===== config.mk =====
export PLATFORM = sky130hd
export DESIGN_NAME = artfr_top
export DESIGN_NICKNAME = d
export VERILOG_FILES = /design/src/artfr_pkg.sv /design/src/artfr_top.sv
export SDC_FILE = /design/constraint.sdc
export NUM_CORES = 1
export LEC_CHECK = 0
export ABC_CLOCK_PERIOD_IN_PS = 10850
export BUFFER_PORTS_ARGS = -buffer_cell sky130_fd_sc_hd__buf_2
export CAP_MARGIN = 20
export CORE_UTILIZATION = 60
export CTS_BUF_LIST = sky130_fd_sc_hd__clkbuf_8
export DETAILED_ROUTE_END_ITERATION = 16
export PLACE_DENSITY = 0.79
export SYNTH_ARGS = -nofsm -noshare
export SYNTH_HDL_FRONTEND = slang
export SYNTH_SLANG_ARGS = --single-unit

===== constraint.sdc =====
create_clock -name I_CLK_SYS -period 10.85 [get_ports I_CLK_SYS]
set_input_delay 1.085 -clock I_CLK_SYS [delete_from_list [all_inputs] [get_ports I_CLK_SYS]]
set_output_delay 1.085 -clock I_CLK_SYS [all_outputs]
set_load 0.01 [all_outputs]

===== src/artfr_pkg.sv =====
// ------------------------------------------------------------
// artfr package: register map, reset values, timing tables
// ------------------------------------------------------------
package artfr_pkg;

   // ----------------------------------------------------------
   // register indices (byte address is four times the index)
   // ----------------------------------------------------------
   localparam logic [7:0] IDX_START_STOP_PERIOD = 8'h1a;
   localparam logic [7:0] IDX_OSCILLATOR_TRIM = 8'h1b;
   localparam logic [7:0] IDX_FAULT_RECOVERY_PERIOD = 8'h1c;
   localparam logic [7:0] IDX_INPUT_ROUTING = 8'h20;
   localparam logic [7:0] IDX_CONTROL = 8'h30;
   localparam logic [7:0] IDX_IRQ_STATUS = 8'h31;
   localparam logic [7:0] IDX_IRQ_MASK = 8'h32;
   localparam logic [7:0] IDX_CLOCK_RATE = 8'h33;

   // ----------------------------------------------------------
   // reset values and field positions
   // ----------------------------------------------------------
   localparam logic [7:0] RST_START_STOP_PERIOD = 8'h0f;
   localparam logic [3:0] RST_FAULT_RECOVERY = 4'h2;
   localparam logic [7:0] RST_ROUTING_MODE = 8'h01;   // bits 23:16
   localparam logic [7:0] RST_ROUTING_HIGH = 8'h00;   // bits 31:24
   localparam logic [7:0] RST_ROUTING_B1 = 8'h77;     // bits 15:8
   localparam logic [7:0] RST_ROUTING_B0 = 8'h72;     // bits 7:0
   localparam logic RST_SHUTDOWN = 1'b1;
   localparam int RAMP_DIS_BIT = 7;
   localparam int TRIM_DONE_BIT = 6;
   localparam int TRIM_SEL_BIT = 1;
   localparam int CTRL_SD_BIT = 0;
   localparam int CH1_MODE_BIT = 7;                 // bit 23 of routing word
   localparam int CH2_MODE_BIT = 3;                 // bit 19 of routing word
   localparam logic [2:0] SRC_LEFT = 3'h0;
   localparam logic [2:0] SRC_RIGHT = 3'h1;
   localparam logic [2:0] SRC_ZERO = 3'h6;
   // interrupt status bits
   localparam int EV_RAMP_DONE = 0;
   localparam int EV_TRIM_DONE = 1;
   localparam int EV_FAULT = 2;
   localparam int EV_RESTART = 3;

   // ----------------------------------------------------------
   // timing: clock rate and derived scale factors
   // ----------------------------------------------------------
   localparam int CLK_HZ = 100_000_000;
   localparam int CYC_PER_TENTH_MS = CLK_HZ / 10_000;
   localparam int CYC_PER_MS = CLK_HZ / 1_000;
   localparam int TRIM_CYCLES = 2000;

   typedef enum logic [1:0] {
      FLT_IDLE = 2'b00,
      FLT_WAIT = 2'b01,
      FLT_RESTART = 2'b10
   } artfr_flt_state_type;

   // ramp period in tenths of a millisecond for codes 01000..11111
   function automatic logic [31:0] artfr_ramp_tenths(input logic [4:0] code);
      case (code)
         5'h08: artfr_ramp_tenths = 32'd165;
         5'h09: artfr_ramp_tenths = 32'd239;
         5'h0a: artfr_ramp_tenths = 32'd314;
         5'h0b: artfr_ramp_tenths = 32'd404;
         5'h0c: artfr_ramp_tenths = 32'd539;
         5'h0d: artfr_ramp_tenths = 32'd703;
         5'h0e: artfr_ramp_tenths = 32'd942;
         5'h0f: artfr_ramp_tenths = 32'd1257;
         5'h10: artfr_ramp_tenths = 32'd1646;
         5'h11: artfr_ramp_tenths = 32'd2394;
         5'h12: artfr_ramp_tenths = 32'd3142;
         5'h13: artfr_ramp_tenths = 32'd4039;
         5'h14: artfr_ramp_tenths = 32'd5386;
         5'h15: artfr_ramp_tenths = 32'd7031;
         5'h16: artfr_ramp_tenths = 32'd9425;
         5'h17: artfr_ramp_tenths = 32'd12566;
         5'h18: artfr_ramp_tenths = 32'd17281;
         5'h19: artfr_ramp_tenths = 32'd25136;
         5'h1a: artfr_ramp_tenths = 32'd32991;
         5'h1b: artfr_ramp_tenths = 32'd42417;
         5'h1c: artfr_ramp_tenths = 32'd56556;
         5'h1d: artfr_ramp_tenths = 32'd73837;
         5'h1e: artfr_ramp_tenths = 32'd98973;
         5'h1f: artfr_ramp_tenths = 32'd131964;
         default: artfr_ramp_tenths = 32'd0;
      endcase
   endfunction

   // fault recovery wait in milliseconds
   function automatic logic [31:0] artfr_fault_ms(input logic [3:0] code);
      case (code)
         4'h3: artfr_fault_ms = 32'd449;
         4'h4: artfr_fault_ms = 32'd598;
         4'h5: artfr_fault_ms = 32'd748;
         4'h6: artfr_fault_ms = 32'd898;
         4'h7: artfr_fault_ms = 32'd1047;
         4'h8: artfr_fault_ms = 32'd1197;
         4'h9: artfr_fault_ms = 32'd1346;
         4'ha, 4'hb, 4'hc, 4'hd, 4'he, 4'hf: artfr_fault_ms = 32'd1496;
         default: artfr_fault_ms = 32'd299;
      endcase
   endfunction

endpackage


===== src/artfr_top.sv =====
// Contract
// - ramp timer runs on shutdown or pin change
// - period bits 4:3 zero means no ramp
// - five-bit code selects ramp interval from table
// - rate of serial frames measured by own clock
// - writing zero to trim selects factory trim
// - trim done flag reads 0 until done
// - trim select bit resets to one
// - power stage fault resets stage, halts output
// - wait programmed period, then restart power stage
// - four-bit code selects recovery wait from table
// - recovery register accepts one write per reset
// - bits 23 and 19 select three-level modulation
// - bits 22:20 select channel 1 source
// - bits 18:16 select channel 2 source
`timescale 1ns/1ns
module artfr_top
   import artfr_pkg::*;
#(
   parameter int SAMPLE_W = 24,
   parameter int RAMP_TENTH_CYC = CYC_PER_TENTH_MS,
   parameter int FAULT_MS_CYC = CYC_PER_MS,
   parameter int TRIM_CYC = TRIM_CYCLES
) (
   input wire logic I_CLK_SYS,
   input wire logic I_NRST,
   input wire logic I_WB_CYC,
   input wire logic I_WB_STB,
   input wire logic I_WB_WE,
   input wire logic [9:0] I_WB_ADR,
   input wire logic [3:0] I_WB_SEL,
   input wire logic [31:0] I_WB_DAT,
   input wire logic I_POWER_DOWN_PIN,
   input wire logic I_POWER_STAGE_FAULT,
   input wire logic I_SERIAL_BCLK,
   input wire logic I_SERIAL_LRCLK,
   input wire logic I_SERIAL_DATA,
   output logic [31:0] O_WB_DAT,
   output logic O_WB_ACK,
   output logic O_IRQ,
   output logic O_SHUTDOWN,
   output logic O_RAMP_ACTIVE,
   output logic O_TRIM_DONE,
   output logic O_FACTORY_TRIM,
   output logic O_POWER_STAGE_RESET,
   output logic O_PWM_HALT,
   output logic O_POWER_STAGE_RESTART,
   output logic [SAMPLE_W-1:0] O_CH1_DATA,
   output logic [SAMPLE_W-1:0] O_CH2_DATA,
   output logic O_CH1_THREE_LEVEL,
   output logic O_CH2_THREE_LEVEL,
   output logic O_SAMPLE_VALID
);

   // ----------------------------------------------------------
   // state of the whole block
   // ----------------------------------------------------------
   typedef struct packed {
      logic s1_pdn, s2_pdn, pdn_prev;          // power-down pin sync
      logic s1_flt, s2_flt, flt_prev;          // fault input sync
      logic s1_sck, s2_sck, sck_prev;          // bit clock sync
      logic s1_lr, s2_lr, lr_prev, lr_d;       // frame clock sync
      logic s1_din, s2_din;                    // serial data sync
      logic [SAMPLE_W-1:0] shreg;              // incoming bits
      logic [SAMPLE_W-1:0] left;               // last left slot
      logic [SAMPLE_W-1:0] ch1;                // routed channel 1
      logic [SAMPLE_W-1:0] ch2;                // routed channel 2
      logic valid;                             // new sample pulse
      logic [7:0] ramp_ctl;                    // start/stop period reg
      logic ramp_busy;
      logic [31:0] ramp_cnt;
      logic ctrl_sd, sd_prev;                  // all-channel shutdown
      logic factory_sel;                       // inverse of trim bit 1
      logic trim_done, trim_busy;
      logic [15:0] trim_cnt;
      logic [3:0] flt_code;                    // recovery period code
      logic flt_locked;                        // one write taken
      artfr_flt_state_type fstate;
      logic [31:0] flt_cnt;
      logic pstage_reset, pwm_halt, restart;
      logic [7:0] route;                       // routing bits 23:16
      logic [15:0] rate_cnt, rate;             // frame period in clocks
      logic [3:0] irq_stat, irq_mask;
      logic irq;
      logic ack;
      logic [31:0] rdat;
   } artfr_state_type;

   artfr_state_type r, n;
   logic rst_meta, rst_n;                      // released reset copy

   // ----------------------------------------------------------
   // reset release through two flip-flops
   // ----------------------------------------------------------
   always_ff @(posedge I_CLK_SYS or negedge I_NRST) begin
      if (!I_NRST) begin
         rst_meta <= 1'b0;
         rst_n <= 1'b0;
      end else begin
         rst_meta <= 1'b1;
         rst_n <= rst_meta;
      end
   end

   // picks the source of one channel from its three-bit code
   function automatic logic [SAMPLE_W-1:0] route_src(input logic [2:0] code,
         input logic [SAMPLE_W-1:0] l, input logic [SAMPLE_W-1:0] rt);
      case (code)
         SRC_LEFT: route_src = l;
         SRC_RIGHT: route_src = rt;
         default: route_src = '0;   // ground and reserved codes give silence
      endcase
   endfunction

   // ----------------------------------------------------------
   // next-state logic
   // ----------------------------------------------------------
   logic req, wr;
   logic [7:0] idx;
   logic ramp_trig, sck_rise, lr_rise;
   logic [SAMPLE_W-1:0] right_w;
   logic [3:0] ev;

   always_comb begin
      n = r;
      ev = 4'h0;
      right_w = '0;
      idx = I_WB_ADR[9:2];
      req = I_WB_CYC && I_WB_STB && !r.ack;
      // write lands on the edge where the master sees ack high
      wr = I_WB_CYC && I_WB_STB && I_WB_WE && r.ack;
      // input synchronisers: second stage only reads the first
      n.s1_pdn = I_POWER_DOWN_PIN;
      n.s2_pdn = r.s1_pdn;
      n.s1_flt = I_POWER_STAGE_FAULT;
      n.s2_flt = r.s1_flt;
      n.s1_sck = I_SERIAL_BCLK;
      n.s2_sck = r.s1_sck;
      n.s1_lr = I_SERIAL_LRCLK;
      n.s2_lr = r.s1_lr;
      n.s1_din = I_SERIAL_DATA;
      n.s2_din = r.s1_din;
      n.pdn_prev = r.s2_pdn;
      n.sd_prev = r.ctrl_sd;
      n.flt_prev = r.s2_flt;
      n.sck_prev = r.s2_sck;
      n.lr_d = r.s2_lr;
      n.valid = 1'b0;
      n.restart = 1'b0;

      // single-cycle bus answer; read data registered with ack
      n.ack = req;
      n.rdat = 32'h0;
      if (wr) begin
         case (idx)
            IDX_START_STOP_PERIOD: if (I_WB_SEL[0]) n.ramp_ctl = I_WB_DAT[7:0];
            IDX_OSCILLATOR_TRIM: begin
               if (I_WB_SEL[0]) begin
                  n.factory_sel = !I_WB_DAT[TRIM_SEL_BIT];
                  n.trim_done = 1'b0;
                  n.trim_busy = 1'b1;
                  n.trim_cnt = 16'(TRIM_CYC - 1);
               end
            end
            IDX_FAULT_RECOVERY_PERIOD: begin
               // later writes are dropped silently until reset
               if (I_WB_SEL[0] && !r.flt_locked) begin
                  n.flt_code = I_WB_DAT[3:0];
                  n.flt_locked = 1'b1;
               end
            end
            IDX_INPUT_ROUTING: if (I_WB_SEL[2]) n.route = I_WB_DAT[23:16];
            IDX_CONTROL: if (I_WB_SEL[0]) n.ctrl_sd = I_WB_DAT[CTRL_SD_BIT];
            IDX_IRQ_MASK: if (I_WB_SEL[0]) n.irq_mask = I_WB_DAT[3:0];
            default: ;   // unmapped and read-only: acked, no effect
         endcase
      end else if (req && !I_WB_WE) begin
         case (idx)
            IDX_START_STOP_PERIOD: n.rdat = {24'h0, r.ramp_ctl};
            IDX_OSCILLATOR_TRIM: begin
               n.rdat = 32'h0;
               n.rdat[TRIM_DONE_BIT] = r.trim_done;
               n.rdat[TRIM_SEL_BIT] = !r.factory_sel;
            end
            IDX_FAULT_RECOVERY_PERIOD: n.rdat = {28'h0, r.flt_code};
            IDX_INPUT_ROUTING: n.rdat = {RST_ROUTING_HIGH, r.route,
               RST_ROUTING_B1, RST_ROUTING_B0};
            IDX_CONTROL: n.rdat = {31'h0, r.ctrl_sd};
            IDX_IRQ_STATUS: n.rdat = {28'h0, r.irq_stat};
            IDX_IRQ_MASK: n.rdat = {28'h0, r.irq_mask};
            IDX_CLOCK_RATE: n.rdat = {16'h0, r.rate};
            default: n.rdat = 32'h0;
         endcase
      end

      // soft start/stop timer on shutdown or pin change
      ramp_trig = (r.s2_pdn != r.pdn_prev) || (r.ctrl_sd != r.sd_prev);
      if (ramp_trig) begin
         // disabled or code 00xxx: no half-duty interval at all
         if (!r.ramp_ctl[RAMP_DIS_BIT] && (r.ramp_ctl[4:3] != 2'b00)) begin
            n.ramp_busy = 1'b1;
            n.ramp_cnt = 32'(artfr_ramp_tenths(r.ramp_ctl[4:0])
               * RAMP_TENTH_CYC) - 32'd1;
         end else begin
            n.ramp_busy = 1'b0;
         end
      end else if (r.ramp_busy) begin
         if (r.ramp_cnt == 32'd0) begin
            n.ramp_busy = 1'b0;
            ev[EV_RAMP_DONE] = 1'b1;
         end else begin
            n.ramp_cnt = r.ramp_cnt - 32'd1;
         end
      end

      // oscillator trim sequence
      if (r.trim_busy && !wr) begin
         if (r.trim_cnt == 16'd0) begin
            n.trim_busy = 1'b0;
            n.trim_done = 1'b1;
            ev[EV_TRIM_DONE] = 1'b1;
         end else begin
            n.trim_cnt = r.trim_cnt - 16'd1;
         end
      end

      // power stage fault recovery
      case (r.fstate)
         FLT_IDLE: begin
            if (r.s2_flt && !r.flt_prev) begin
               n.fstate = FLT_WAIT;
               n.pstage_reset = 1'b1;
               n.pwm_halt = 1'b1;
               n.flt_cnt = 32'(artfr_fault_ms(r.flt_code) * FAULT_MS_CYC) - 32'd1;
               ev[EV_FAULT] = 1'b1;
            end
         end
         FLT_WAIT: begin
            if (r.flt_cnt == 32'd0) begin
               n.fstate = FLT_RESTART;
               n.pstage_reset = 1'b0;
               n.restart = 1'b1;
               ev[EV_RESTART] = 1'b1;
            end else begin
               n.flt_cnt = r.flt_cnt - 32'd1;
            end
         end
         FLT_RESTART: begin
            n.fstate = FLT_IDLE;
            n.pwm_halt = 1'b0;
         end
         default: n.fstate = FLT_IDLE;
      endcase

      // frame rate measured only once the oscillator is trimmed
      lr_rise = r.s2_lr && !r.lr_d;
      if (!r.trim_done) begin
         n.rate_cnt = 16'h0;
         n.rate = 16'h0;
      end else if (lr_rise) begin
         n.rate = r.rate_cnt;
         n.rate_cnt = 16'h1;
      end else if (r.rate_cnt != 16'hffff) begin
         n.rate_cnt = r.rate_cnt + 16'h1;
      end

      // serial receive: words end where the frame clock flips
      sck_rise = r.s2_sck && !r.sck_prev;
      if (sck_rise) begin
         n.shreg = {r.shreg[SAMPLE_W-2:0], r.s2_din};
         n.lr_prev = r.s2_lr;
         if (r.s2_lr != r.lr_prev) begin
            if (!r.lr_prev) begin
               n.left = r.shreg;
            end else begin
               right_w = r.shreg;
               n.ch1 = route_src(r.route[6:4], r.left, right_w);
               n.ch2 = route_src(r.route[2:0], r.left, right_w);
               n.valid = 1'b1;
            end
         end
      end

      // sticky events: a set in the clearing cycle wins
      if (wr && idx == IDX_IRQ_STATUS && I_WB_SEL[0]) begin
         n.irq_stat = r.irq_stat & ~I_WB_DAT[3:0];
      end
      n.irq_stat = n.irq_stat | ev;
      n.irq = |(n.irq_stat & n.irq_mask);
   end

   // ----------------------------------------------------------
   // state register
   // ----------------------------------------------------------
   always_ff @(posedge I_CLK_SYS or negedge rst_n) begin
      if (!rst_n) begin
         r <= '0;
         r.ramp_ctl <= RST_START_STOP_PERIOD;
         r.ctrl_sd <= RST_SHUTDOWN;
         r.sd_prev <= RST_SHUTDOWN;
         r.flt_code <= RST_FAULT_RECOVERY;
         r.route <= RST_ROUTING_MODE;
         r.fstate <= FLT_IDLE;
      end else begin
         r <= n;
      end
   end

   // ----------------------------------------------------------
   // outputs, each straight from the state register
   // ----------------------------------------------------------
   assign O_WB_DAT = r.rdat;
   assign O_WB_ACK = r.ack;
   assign O_IRQ = r.irq;
   assign O_SHUTDOWN = r.ctrl_sd;
   assign O_RAMP_ACTIVE = r.ramp_busy;
   assign O_TRIM_DONE = r.trim_done;
   assign O_FACTORY_TRIM = r.factory_sel;
   assign O_POWER_STAGE_RESET = r.pstage_reset;
   assign O_PWM_HALT = r.pwm_halt;
   assign O_POWER_STAGE_RESTART = r.restart;
   assign O_CH1_DATA = r.ch1;
   assign O_CH2_DATA = r.ch2;
   assign O_CH1_THREE_LEVEL = r.route[CH1_MODE_BIT];
   assign O_CH2_THREE_LEVEL = r.route[CH2_MODE_BIT];
   assign O_SAMPLE_VALID = r.valid;

   logic flt_wr_seen;
   assign flt_wr_seen = wr && idx == IDX_FAULT_RECOVERY_PERIOD && I_WB_SEL[0];
endmodule // artfr_top


* Word-level counts from Yosys, hierarchy flattened
Memory sizes are Yosys's and may differ from the RTL's. Index checks and enable logic that the tools add are counted.
Storage, ports and cells: memories kept 2, memory bits (read-only) 752, word-level logic and storage cells 181, input port bits 56, register bits after elaboration 300, output and inout port bits 92
Memory list:
- (no name shown) | depth 32, bits a word 18, read ports 1, clocked after memory_dff 0, write ports 0, RTL line artfr_pkg.sv:59 | case (code)
- (no name shown) | depth 16, bits a word 11, read ports 1, clocked after memory_dff 0, write ports 0, RTL line artfr_pkg.sv:90 | case (code)
Cells by class: eq/ne operators 23, reductions and logical operators 47, add/sub/neg operators 6, multipliers 2, muxes and demuxes 50, bitwise logic cells 5
Operators by type and width (count):
- 32-bit two-way mux | 9
- 24-bit case mux with 8 select lines | 1
- 32-bit by 1-bit subtractor with 32-bit output (second input constant) | 4
- 24-bit case mux with 2 select lines | 2
- 33-bit two-way mux | 2
- 33-bit case mux with 2 select lines | 1
- 32-bit zero test | 2
- 16-bit two-way mux | 4
- 18-bit two-way mux | 3
- 8-bit by 6-bit equality test with 1-bit output (second input constant) | 5
- 36-bit two-way mux | 1
- 32-bit by 10-bit multiplier with 28-bit output (second input constant) | 1
- 32-bit by 12-bit multiplier with 27-bit output (second input constant) | 1
- 3-bit AND reduction | 10
- 8-bit by 5-bit equality test with 1-bit output (second input constant) | 3
- 24-bit two-way mux | 1
- 23-bit two-way mux | 1
- 16-bit by 1-bit adder with 16-bit output (second input constant) | 1
- 16-bit zero test | 1
- 4-bit two-way mux | 4
- 16-bit != test (second input constant) | 1
- 16-bit by 1-bit subtractor with 16-bit output (second input constant) | 1
- 1-bit two-way mux | 15
- 1-bit logical AND | 13
- other kinds (22) | 46

* Depth between registers and ports, before layout
Gate-level depths: netlist of run 1.
depth after elaboration 9, gate-level depth with buffers 29, mapped depth without buffers 28

* Worst setup path before layout of run 1
Ideal clock, no wire load.
path type reg2reg, start point reg r[180] (netlist bit), end point reg r[174] (netlist bit), path buffers 4, slack 3.979 ns, cell stages (with the launch flop) 23, setup time 0.126 ns, data arrival time 6.745 ns, cell sequence dfstp_2 clkbuf_1 clkbuf_1 clkbuf_1 o211ai_1 o21ai_0 fa_1 ha_1 fa_1 ha_1 inv_1 fa_1 inv_1 ha_1 clkbuf_1 a21o_1 or3_1 o211ai_2 o2111ai_2 nor4_2 nor3b_2 xor2_1 a221o_1
Between the ends: longest elaborated chain between the ends 7
RTL lines:
- start, declared | RTL line artfr_top.sv:89 | artfr_state_type r, n;
- start signal, assigned | RTL line artfr_top.sv:305 | r <= n;
- memory 32 x 18 bit
- 32-bit two-way mux | RTL line artfr_top.sv:200 | if (!r.ramp_ctl[RAMP_DIS_BIT] && (r.ramp_ctl[4:3] != 2'b00)) begin
- 32-bit two-way mux | RTL line artfr_top.sv:198 | if (ramp_trig) begin
- 32-bit by 10-bit multiplier with 28-bit output | RTL line artfr_top.sv:203 | * RAMP_TENTH_CYC) - 32'd1;
- 32-bit by 1-bit subtractor with 32-bit output | RTL line artfr_top.sv:203
- 32-bit two-way mux | RTL line artfr_top.sv:200
- 33-bit two-way mux | RTL line artfr_top.sv:198
No other way between the ends. The select of a mux whose other input is x is not followed. A chain may end at the register's enable or synchronous reset.

* Worst setup path in the final report of run 1
start point reg r[178] (netlist bit), end point reg r[174] (netlist bit)
Same word-level chain as after synthesis.

==> results of run 1 <==
## critical path, stage by stage, from the launching register on
cell       delay, ps
dfstp_2          670
inv_1            170
ha_1             270
nand2_1           80
nand2_1           70
o31ai_1          660
inv_1            240
fa_1             540
inv_1             40
ha_1             310
fa_1             490
ha_1             290
inv_1             50
fa_1             520
inv_1             40
ha_1             390
a21o_1           240
a221o_1          360
or3_1            350
o211ai_2         210
o2111ai_2        240
nor4_2           480
nor3b_2          260
xor2_1           110
a221o_1          360
## routing by layer
layer	part of all wire, %	wire length, um	vias up	track usage (%)
li1	-	-	8231	-
met1	45	22140	8328	38.24
met2	46	22640	534	43.78
met3	6.1	2996	71	5.128
met4	2.3	1106	2	9.169
met5	0.016	8	-	0
## cell families after synthesis
| kind of cell | count (synthesis) | share of synthesized area (%) |
|---|---|---|
| simple gates | 735 | 17.05 |
| compound gates | 557 | 16.94 |
| buf+inv | 366 | 8.009 |
| flops | 292 | 34.44 |
| fa+ha+maj | 250 | 16.91 |
| xor+xnor | 86 | 3.545 |
| mux | 58 | 3.068 |
| other cells | 2 | 0.03535 |
## per-stage QoR
step	instances	hold WS (ps)	setup slack, ps	power, W	utilization (%)
2_1_floorplan	2353	331.2	2124	0.001849	-
3_3_place_gp	2769	335.1	3371	0.001907	62.33
3_5_place_dp	2769	335.8	3327	0.001935	62.33
4_1_cts	2859	199.1	3304	0.002977	65.36
5_1_grt	2861	195.5	2744	0.003113	65.39
6_report	2861	224.3	3291	0.002956	65.39
## cells in the mapped netlist, types with 13 or more instances
master | instances | area share [%]
a21o_1 | 25 | 0.88
a21oi_1 | 156 | 3.7
o21ai_0 | 133 | 3.1
nand2_1 | 225 | 4.0
or3_1 | 16 | 0.47
ha_1 | 188 | 11
nor2b_1 | 17 | 0.50
a22oi_1 | 59 | 2.1
a22o_1 | 29 | 1.2
clkbuf_1 | 76 | 1.3
mux2_2 | 47 | 2.5
nand2b_1 | 22 | 0.65
inv_1 | 188 | 3.3
nor3_1 | 60 | 1.4
a31oi_1 | 13 | 0.38
buf_4 | 80 | 2.8
nand3_1 | 49 | 1.2
and2_1 | 18 | 0.53
nor2_1 | 180 | 3.2
xor2_1 | 42 | 1.7
nand4_1 | 17 | 0.50
nor4_1 | 20 | 0.59
xnor2_1 | 44 | 1.8
fa_1 | 62 | 5.8
dfrtp_1 | 284 | 33
and3_1 | 34 | 1.0
o211ai_1 | 16 | 0.57
## state kept, by name, indices dropped and copies added (netlist names), 9 cells and up
register and cells:
O_CH1_DATA 24, O_WB_DAT 24, n 9, r 197, O_CH2_DATA 24
## layout make-up
class	instances	area, um^2
Clock buffer	61	839.6
Fill cell	2806	12010
Tap cell	455	569.3
Timing Repair Buffer	139	745.7
Inverter	189	709.4
Multi-Input combinational cell	1695	12300
Clock inverter	29	211.5
Sequential cell	292	7321
Antenna cell	1	2.502
## path summary, 6_finish.rpt
path                         from     end  slack [ps]  cells after the start
setup / recovery           r[178]  r[174]        3290                     24
hold / removal             I_NRST   rst_n         220                      1
setup reg to reg           r[178]  r[174]        3290                     24
hold reg to reg            n[296]  n[295]         350                      0
max in group asynchronous   rst_n  r[109]        8330                      2
min in group I_CLK_SYS     n[296]  n[295]         350                      0
## layout by cell type, fill, tap and decap left out, types with 25 or more instances in the layout
cell type,n
a21o_1,25
a21oi_1,156
a22o_1,29
a22oi_1,59
and3_1,34
buf_2,119
clkbuf_8,61
dfrtp_1,283
fa_1,62
ha_1,188
inv_1,204
mux2_2,47
nand2_1,225
nand3_1,49
nor2_1,180
nor3_1,57
o21ai_0,133
xnor2_1,44
xor2_1,42
## power breakdown
part	internal [W]	switching [W]	total, W	leakage, nW
registers	0.00126	0.000142	0.00140	3.72
logic	0.000223	0.000299	0.000522	7.05
clock network	0.000562	0.000473	0.00104	0.589
==> impl_results.md, run 1 <==
* Max_cap viols at 0
* Gp weighted congestion at about 0.87
* Hold_buf cts at 0
* Starting DRT DRC Count at 1406
* Fraction of layout cells with a size suffix above 1 at 13.31%
* Crit. End Element: flop
* DIE AREA at around 36000 um^2
* Max Freq at 0.1323 GHz
* Yosys warning total at 0
* Pin count of the biggest net entering global routing at 97
* Avg Inst Size Synth at a little over 9 um^2
* First-pass GRT wire length at 81.69 mm
* Synthesized instance count at roughly 2300
* Nets@finish at 2673
* Status: completed
* Grt total ovfl at 0
* Worst hold-check path type: in2async
* # Post-CTS Setup Buffers at 0
* Pre-Repair DR Iteration Count at 8
* EDFF count, synth at 0
* Hold Fails Final Rpt at 0
* Hpwl dp at 35.60 mm
* CP Data Arrival Time at 8100 ps
* Leakage at 11.36 nW
* RSZ-0062 raised after global routing: no
* Crit Path Category: reg2reg
* Number of global-route vias before repair at 16790
* CORE AREA at 34710 um^2
* Port Buffer Count at around 120
* Antenna violations before repair at 2
* Slew Limit Fails at 0
* Placed cell areas at 21640 um^2
* Num ports at 148
* Routed wire length at 48.89 mm
* Predominant post-synthesis flop cell: dfrtp_1
* Tightest Pin Transition at 1089 ps
* Syn Std Cell Area at 21250 um^2
* FP Rows at 68
* P&R area growth vs syn at 6.837%
* Clock skew at 40.87 ps
* Htree depth at 2
* Design area at 22700 um^2
* DRC at 0
* Setup TNS at 0 ps
* CP Max Fanout at 12
* Slew headroom at 26.66%
* CTS resizes at 0
* FF+latch count, synth at 292
* Via-to-Cell Ratio at roughly 6
* # clock sinks at slightly below 300
* CTS tree: yes
* Pwr Density at around 130 nW/um^2
* Ys async rst share at 100.0%
* Library cells used by synthesis at 93
* Bufs on Longest Clock Path at 3
* Total Routing Usage GR at 27.63%
* Initial Util at 61.21%
* Sequential cell area fraction in the yosys report at 34.44%
* Period utilization at between 60 and 70%
* Worst Path Required at 11390 ps
* Worst-path clk slew at 70 ps
* CTS Buf Count at 50
* Die Wd at 190.2 um
* Root Driver: clkbuf_8
* CP Launch Type: flop
* Routed len/inst at approximately 17 um
* Worst vdd ir at 0.1398 mV
* Die height at 190.2 um
* Final ANT Viol Nets at 0
* Final setup violation count at 0
* Minimum clock period at roughly 7600 ps
* Vias at 17170
* Worst skew pair latency at 650 ps
No activity file was read; power rests on OpenSTA's default activity.
==> run 2: changes to the inputs <==
- ABC_CLOCK_PERIOD_IN_PS: 10850 -> 7550
- clock period: 10.85 -> 7.55 ns (I/O delays scaled with it)
==> run 2 against run 1 <==
  * Clock power rose by 61%
  * Critical path depth grew 1
  * Worst setup slack worse by 2900 ps
  * Total power is 50% higher
  * Largest cell class unchanged
  * Clock skew grew 13 ps
  * Routed wire length grew 2.4%
  * Sequential cell count stayed put
  * Final cell count up 0.63%
  * Largest power group unchanged
  * Critical endpoint is now r[176]
  * Highest routed layer unchanged
  * Cell area increased by 1.2%
==> impl_results.md, run 2 (synthesized netlist as in run 1, its figures left out) <==
* Crit. End Element: flop (unchanged)
* Via-to-Cell Ratio at 5.984 (was 6.000)
* Grt total ovfl at 0 (unchanged)
* Pin count of the biggest net entering global routing at 172 (was 97)
* Hold Fails Final Rpt at 0 (unchanged)
* Leakage at 11.52 nW (was 11.36 nW)
* Hold depth at 1
* Num ports at 148 (unchanged)
* Max_cap viols at 0 (unchanged)
* Dpl cells at 2782 (was 2769)
* Max Freq at 0.1406 GHz (was 0.1323 GHz)
* Bufs on Longest Clock Path at 3 (unchanged)
* Number of global-route vias before repair at 16980 (was 16790)
* Initial Util at 61.21% (unchanged)
* Gp weighted congestion at 0.8805 (was 0.8735)
* Tightest Pin Transition at 1024 ps (was 1089 ps)
* Fin worst setup slack at 438.8 ps (was 3291 ps)
* Period utilization at 94.19% (was 69.67%)
* FP Rows at 68 (unchanged)
* Vias at 17230 (was 17170)
* Routed wire length at 50.06 mm (was 48.89 mm)
* Reg with most FFs: r (unchanged)
* Most frequent cells in the layout: dfrtp_1, nand2_1, inv_1 (unchanged)
* Htree depth at 2 (unchanged)
* Worst Path Required at 8040 ps (was 11390 ps)
* DIE AREA at 36170 um^2 (unchanged)
* Worst skew pair latency at 660 ps (was 650 ps)
* Slew Limit Fails at 0 (unchanged)
* CP Max Fanout at 12 (unchanged)
* Fill cells at 2746 (was 2806)
* Fraction of layout cells with a size suffix above 1 at 14.19% (was 13.31%)
* Pre-Repair DR Iteration Count at 5 (was 8)
* Pwr Density at 193.3 nW/um^2 (was 130.2 nW/um^2)
* Commonest non-fill, non-tap cell in the layout: dfrtp_1 (unchanged)
* # clock sinks at 292 (unchanged)
* Design area at 22970 um^2 (was 22700 um^2)
* Starting DRT DRC Count at 1232 (was 1406)
* Final Hold Slack at 212.4 ps (was 224.3 ps)
* Worst-path clk slew at 60 ps (was 70 ps)
* Die Wd at 190.2 um (unchanged)
* Worst hold-check path type: in2reg (was in2async)
* Placed cell areas at 21750 um^2 (was 21640 um^2)
* Antenna violations before repair at 1 (was 2)
* P&R area growth vs syn at 8.121% (was 6.837%)
* Die height at 190.2 um (unchanged)
* CP Data Arrival Time at 7600 ps (was 8100 ps)
* Final ANT Viol Nets at 0 (unchanged)
* Largest register FFs at 197 (unchanged)
* DRC at 0 (unchanged)
* Root Driver: clkbuf_8 (unchanged)
* Final setup violation count at 0 (unchanged)
* Nets@finish at 2688 (was 2673)
* # Post-CTS Setup Buffers at 0 (unchanged)
* First-pass GRT wire length at 83.48 mm (was 81.69 mm)
* Cells on worst reg2reg path at 25 (was 24)
* Port Buffer Count at 119 (unchanged)
* Cell Count, Final, Fillers Out at 2879 (was 2861)
* Total Routing Usage GR at 28.29% (was 27.63%)
* Routed len/inst at 17.39 um (was 17.09 um)
* Slew headroom at 31.59% (was 26.66%)
* Crit Path Category: reg2reg (unchanged)
* Clock skew at 53.51 ps (was 40.87 ps)
* Status: completed (unchanged)
* Hpwl dp at 36.24 mm (was 35.60 mm)
* Ant diodes at 0 (was 1)
* Worst vdd ir at 0.2345 mV (was 0.1398 mV)
* CTS tree: yes (unchanged)
* CTS Buf Count at 50 (unchanged)
* CORE AREA at 34710 um^2 (unchanged)
* RSZ-0062 raised after global routing: yes (was no)
* Minimum clock period at 7111 ps (was 7559 ps)
* CP Launch Type: flop (unchanged)
* Post-placement worst setup slack at 162.8 ps (was 3327 ps)
## run 2: cell count changes in the layout (fill, tap and decap cells not counted), sizes merged
cell / delta
buf: +15
diode: -1
bufinv: +3
clkbuf: +3
clkinvlp: -4
clkinv: +3
dlygate4sd3: +1
inv: -2
## run 2: through the flow
| stage | setup TNS [ps] | total power, W | utilization (%) |
|---|---|---|---|
| after floorplan | 0 | 0.002656 | - |
| after global placement | 0 | 0.002740 | 62.65 |
| after detailed placement | 0 | 0.002784 | 62.65 |
| after CTS | 0 | 0.004471 | 66.09 |
| after global routing | -0.8153 | 0.004660 | 66.18 |
| final | 0 | 0.004439 | 66.18 |
## run 2: metal layers
layer,up-vias,share of wire [%],GRT usage [%]
li1,8254,-,-
met1,8328,45,39.73
met2,569,46,44.79
met3,74,6.5,4.759
met4,2,1.9,8.769
met5,-,0.020,0
## run 2: path summary, 6_finish.rpt
kind | start | end | slack (ps)
max | r[178] | r[176] | 440
min | I_SERIAL_BCLK | n[290] | 210
max reg2reg | r[178] | r[176] | 440
min reg2reg | rst_meta | rst_n | 340
max in group asynchronous | rst_n | r[161] | 5760
min in group asynchronous | rst_n | r[60] | 350
## run 2: cell type report
type / instances / area, um^2 / share of cell area (%)
clock buffer: 65 / 894.6 / 3.894
clock inverter: 29 / 287.8 / 1.253
inverter: 189 / 709.4 / 3.088
multi-input combinational: 1695 / 12320 / 53.63
sequential: 292 / 7321 / 31.87
tap: 455 / 569.3 / 2.478
timing repair buffer: 154 / 870.8 / 3.791
## run 2: where the power goes
group / total [W] / leakage (nW) / internal, W / switching, W
sequential: 0.00201 / 3.72 / 0.00181 / 0.000206
combinational: 0.000756 / 7.14 / 0.000323 / 0.000433
clock: 0.00167 / 0.660 / 0.000958 / 0.000713
## run 2: critical path, cell delays in order, from the launching register on
cell and delay, ps:
dfstp_2 670, inv_1 160, ha_1 490, o21ai_0 140
nand2_1 100, o211ai_1 90, o21ai_0 140, inv_1 130
fa_1 520, inv_1 50, ha_1 310, fa_1 480
ha_1 290, inv_1 50, fa_1 530, inv_1 40
ha_1 390, a21o_1 250, a221o_1 360, or3_1 350
o211ai_2 210, o2111ai_2 220, or4_1 560, nor3_1 190
mux2i_1 210, nand2_1 60
## run 2: what timing repair did
item	4_1_cts	5_1_grt
endpoints found under the setup margin	0	12
resized for setup	0	4
hold endpoints to repair	2	0
hold buffers	1	0
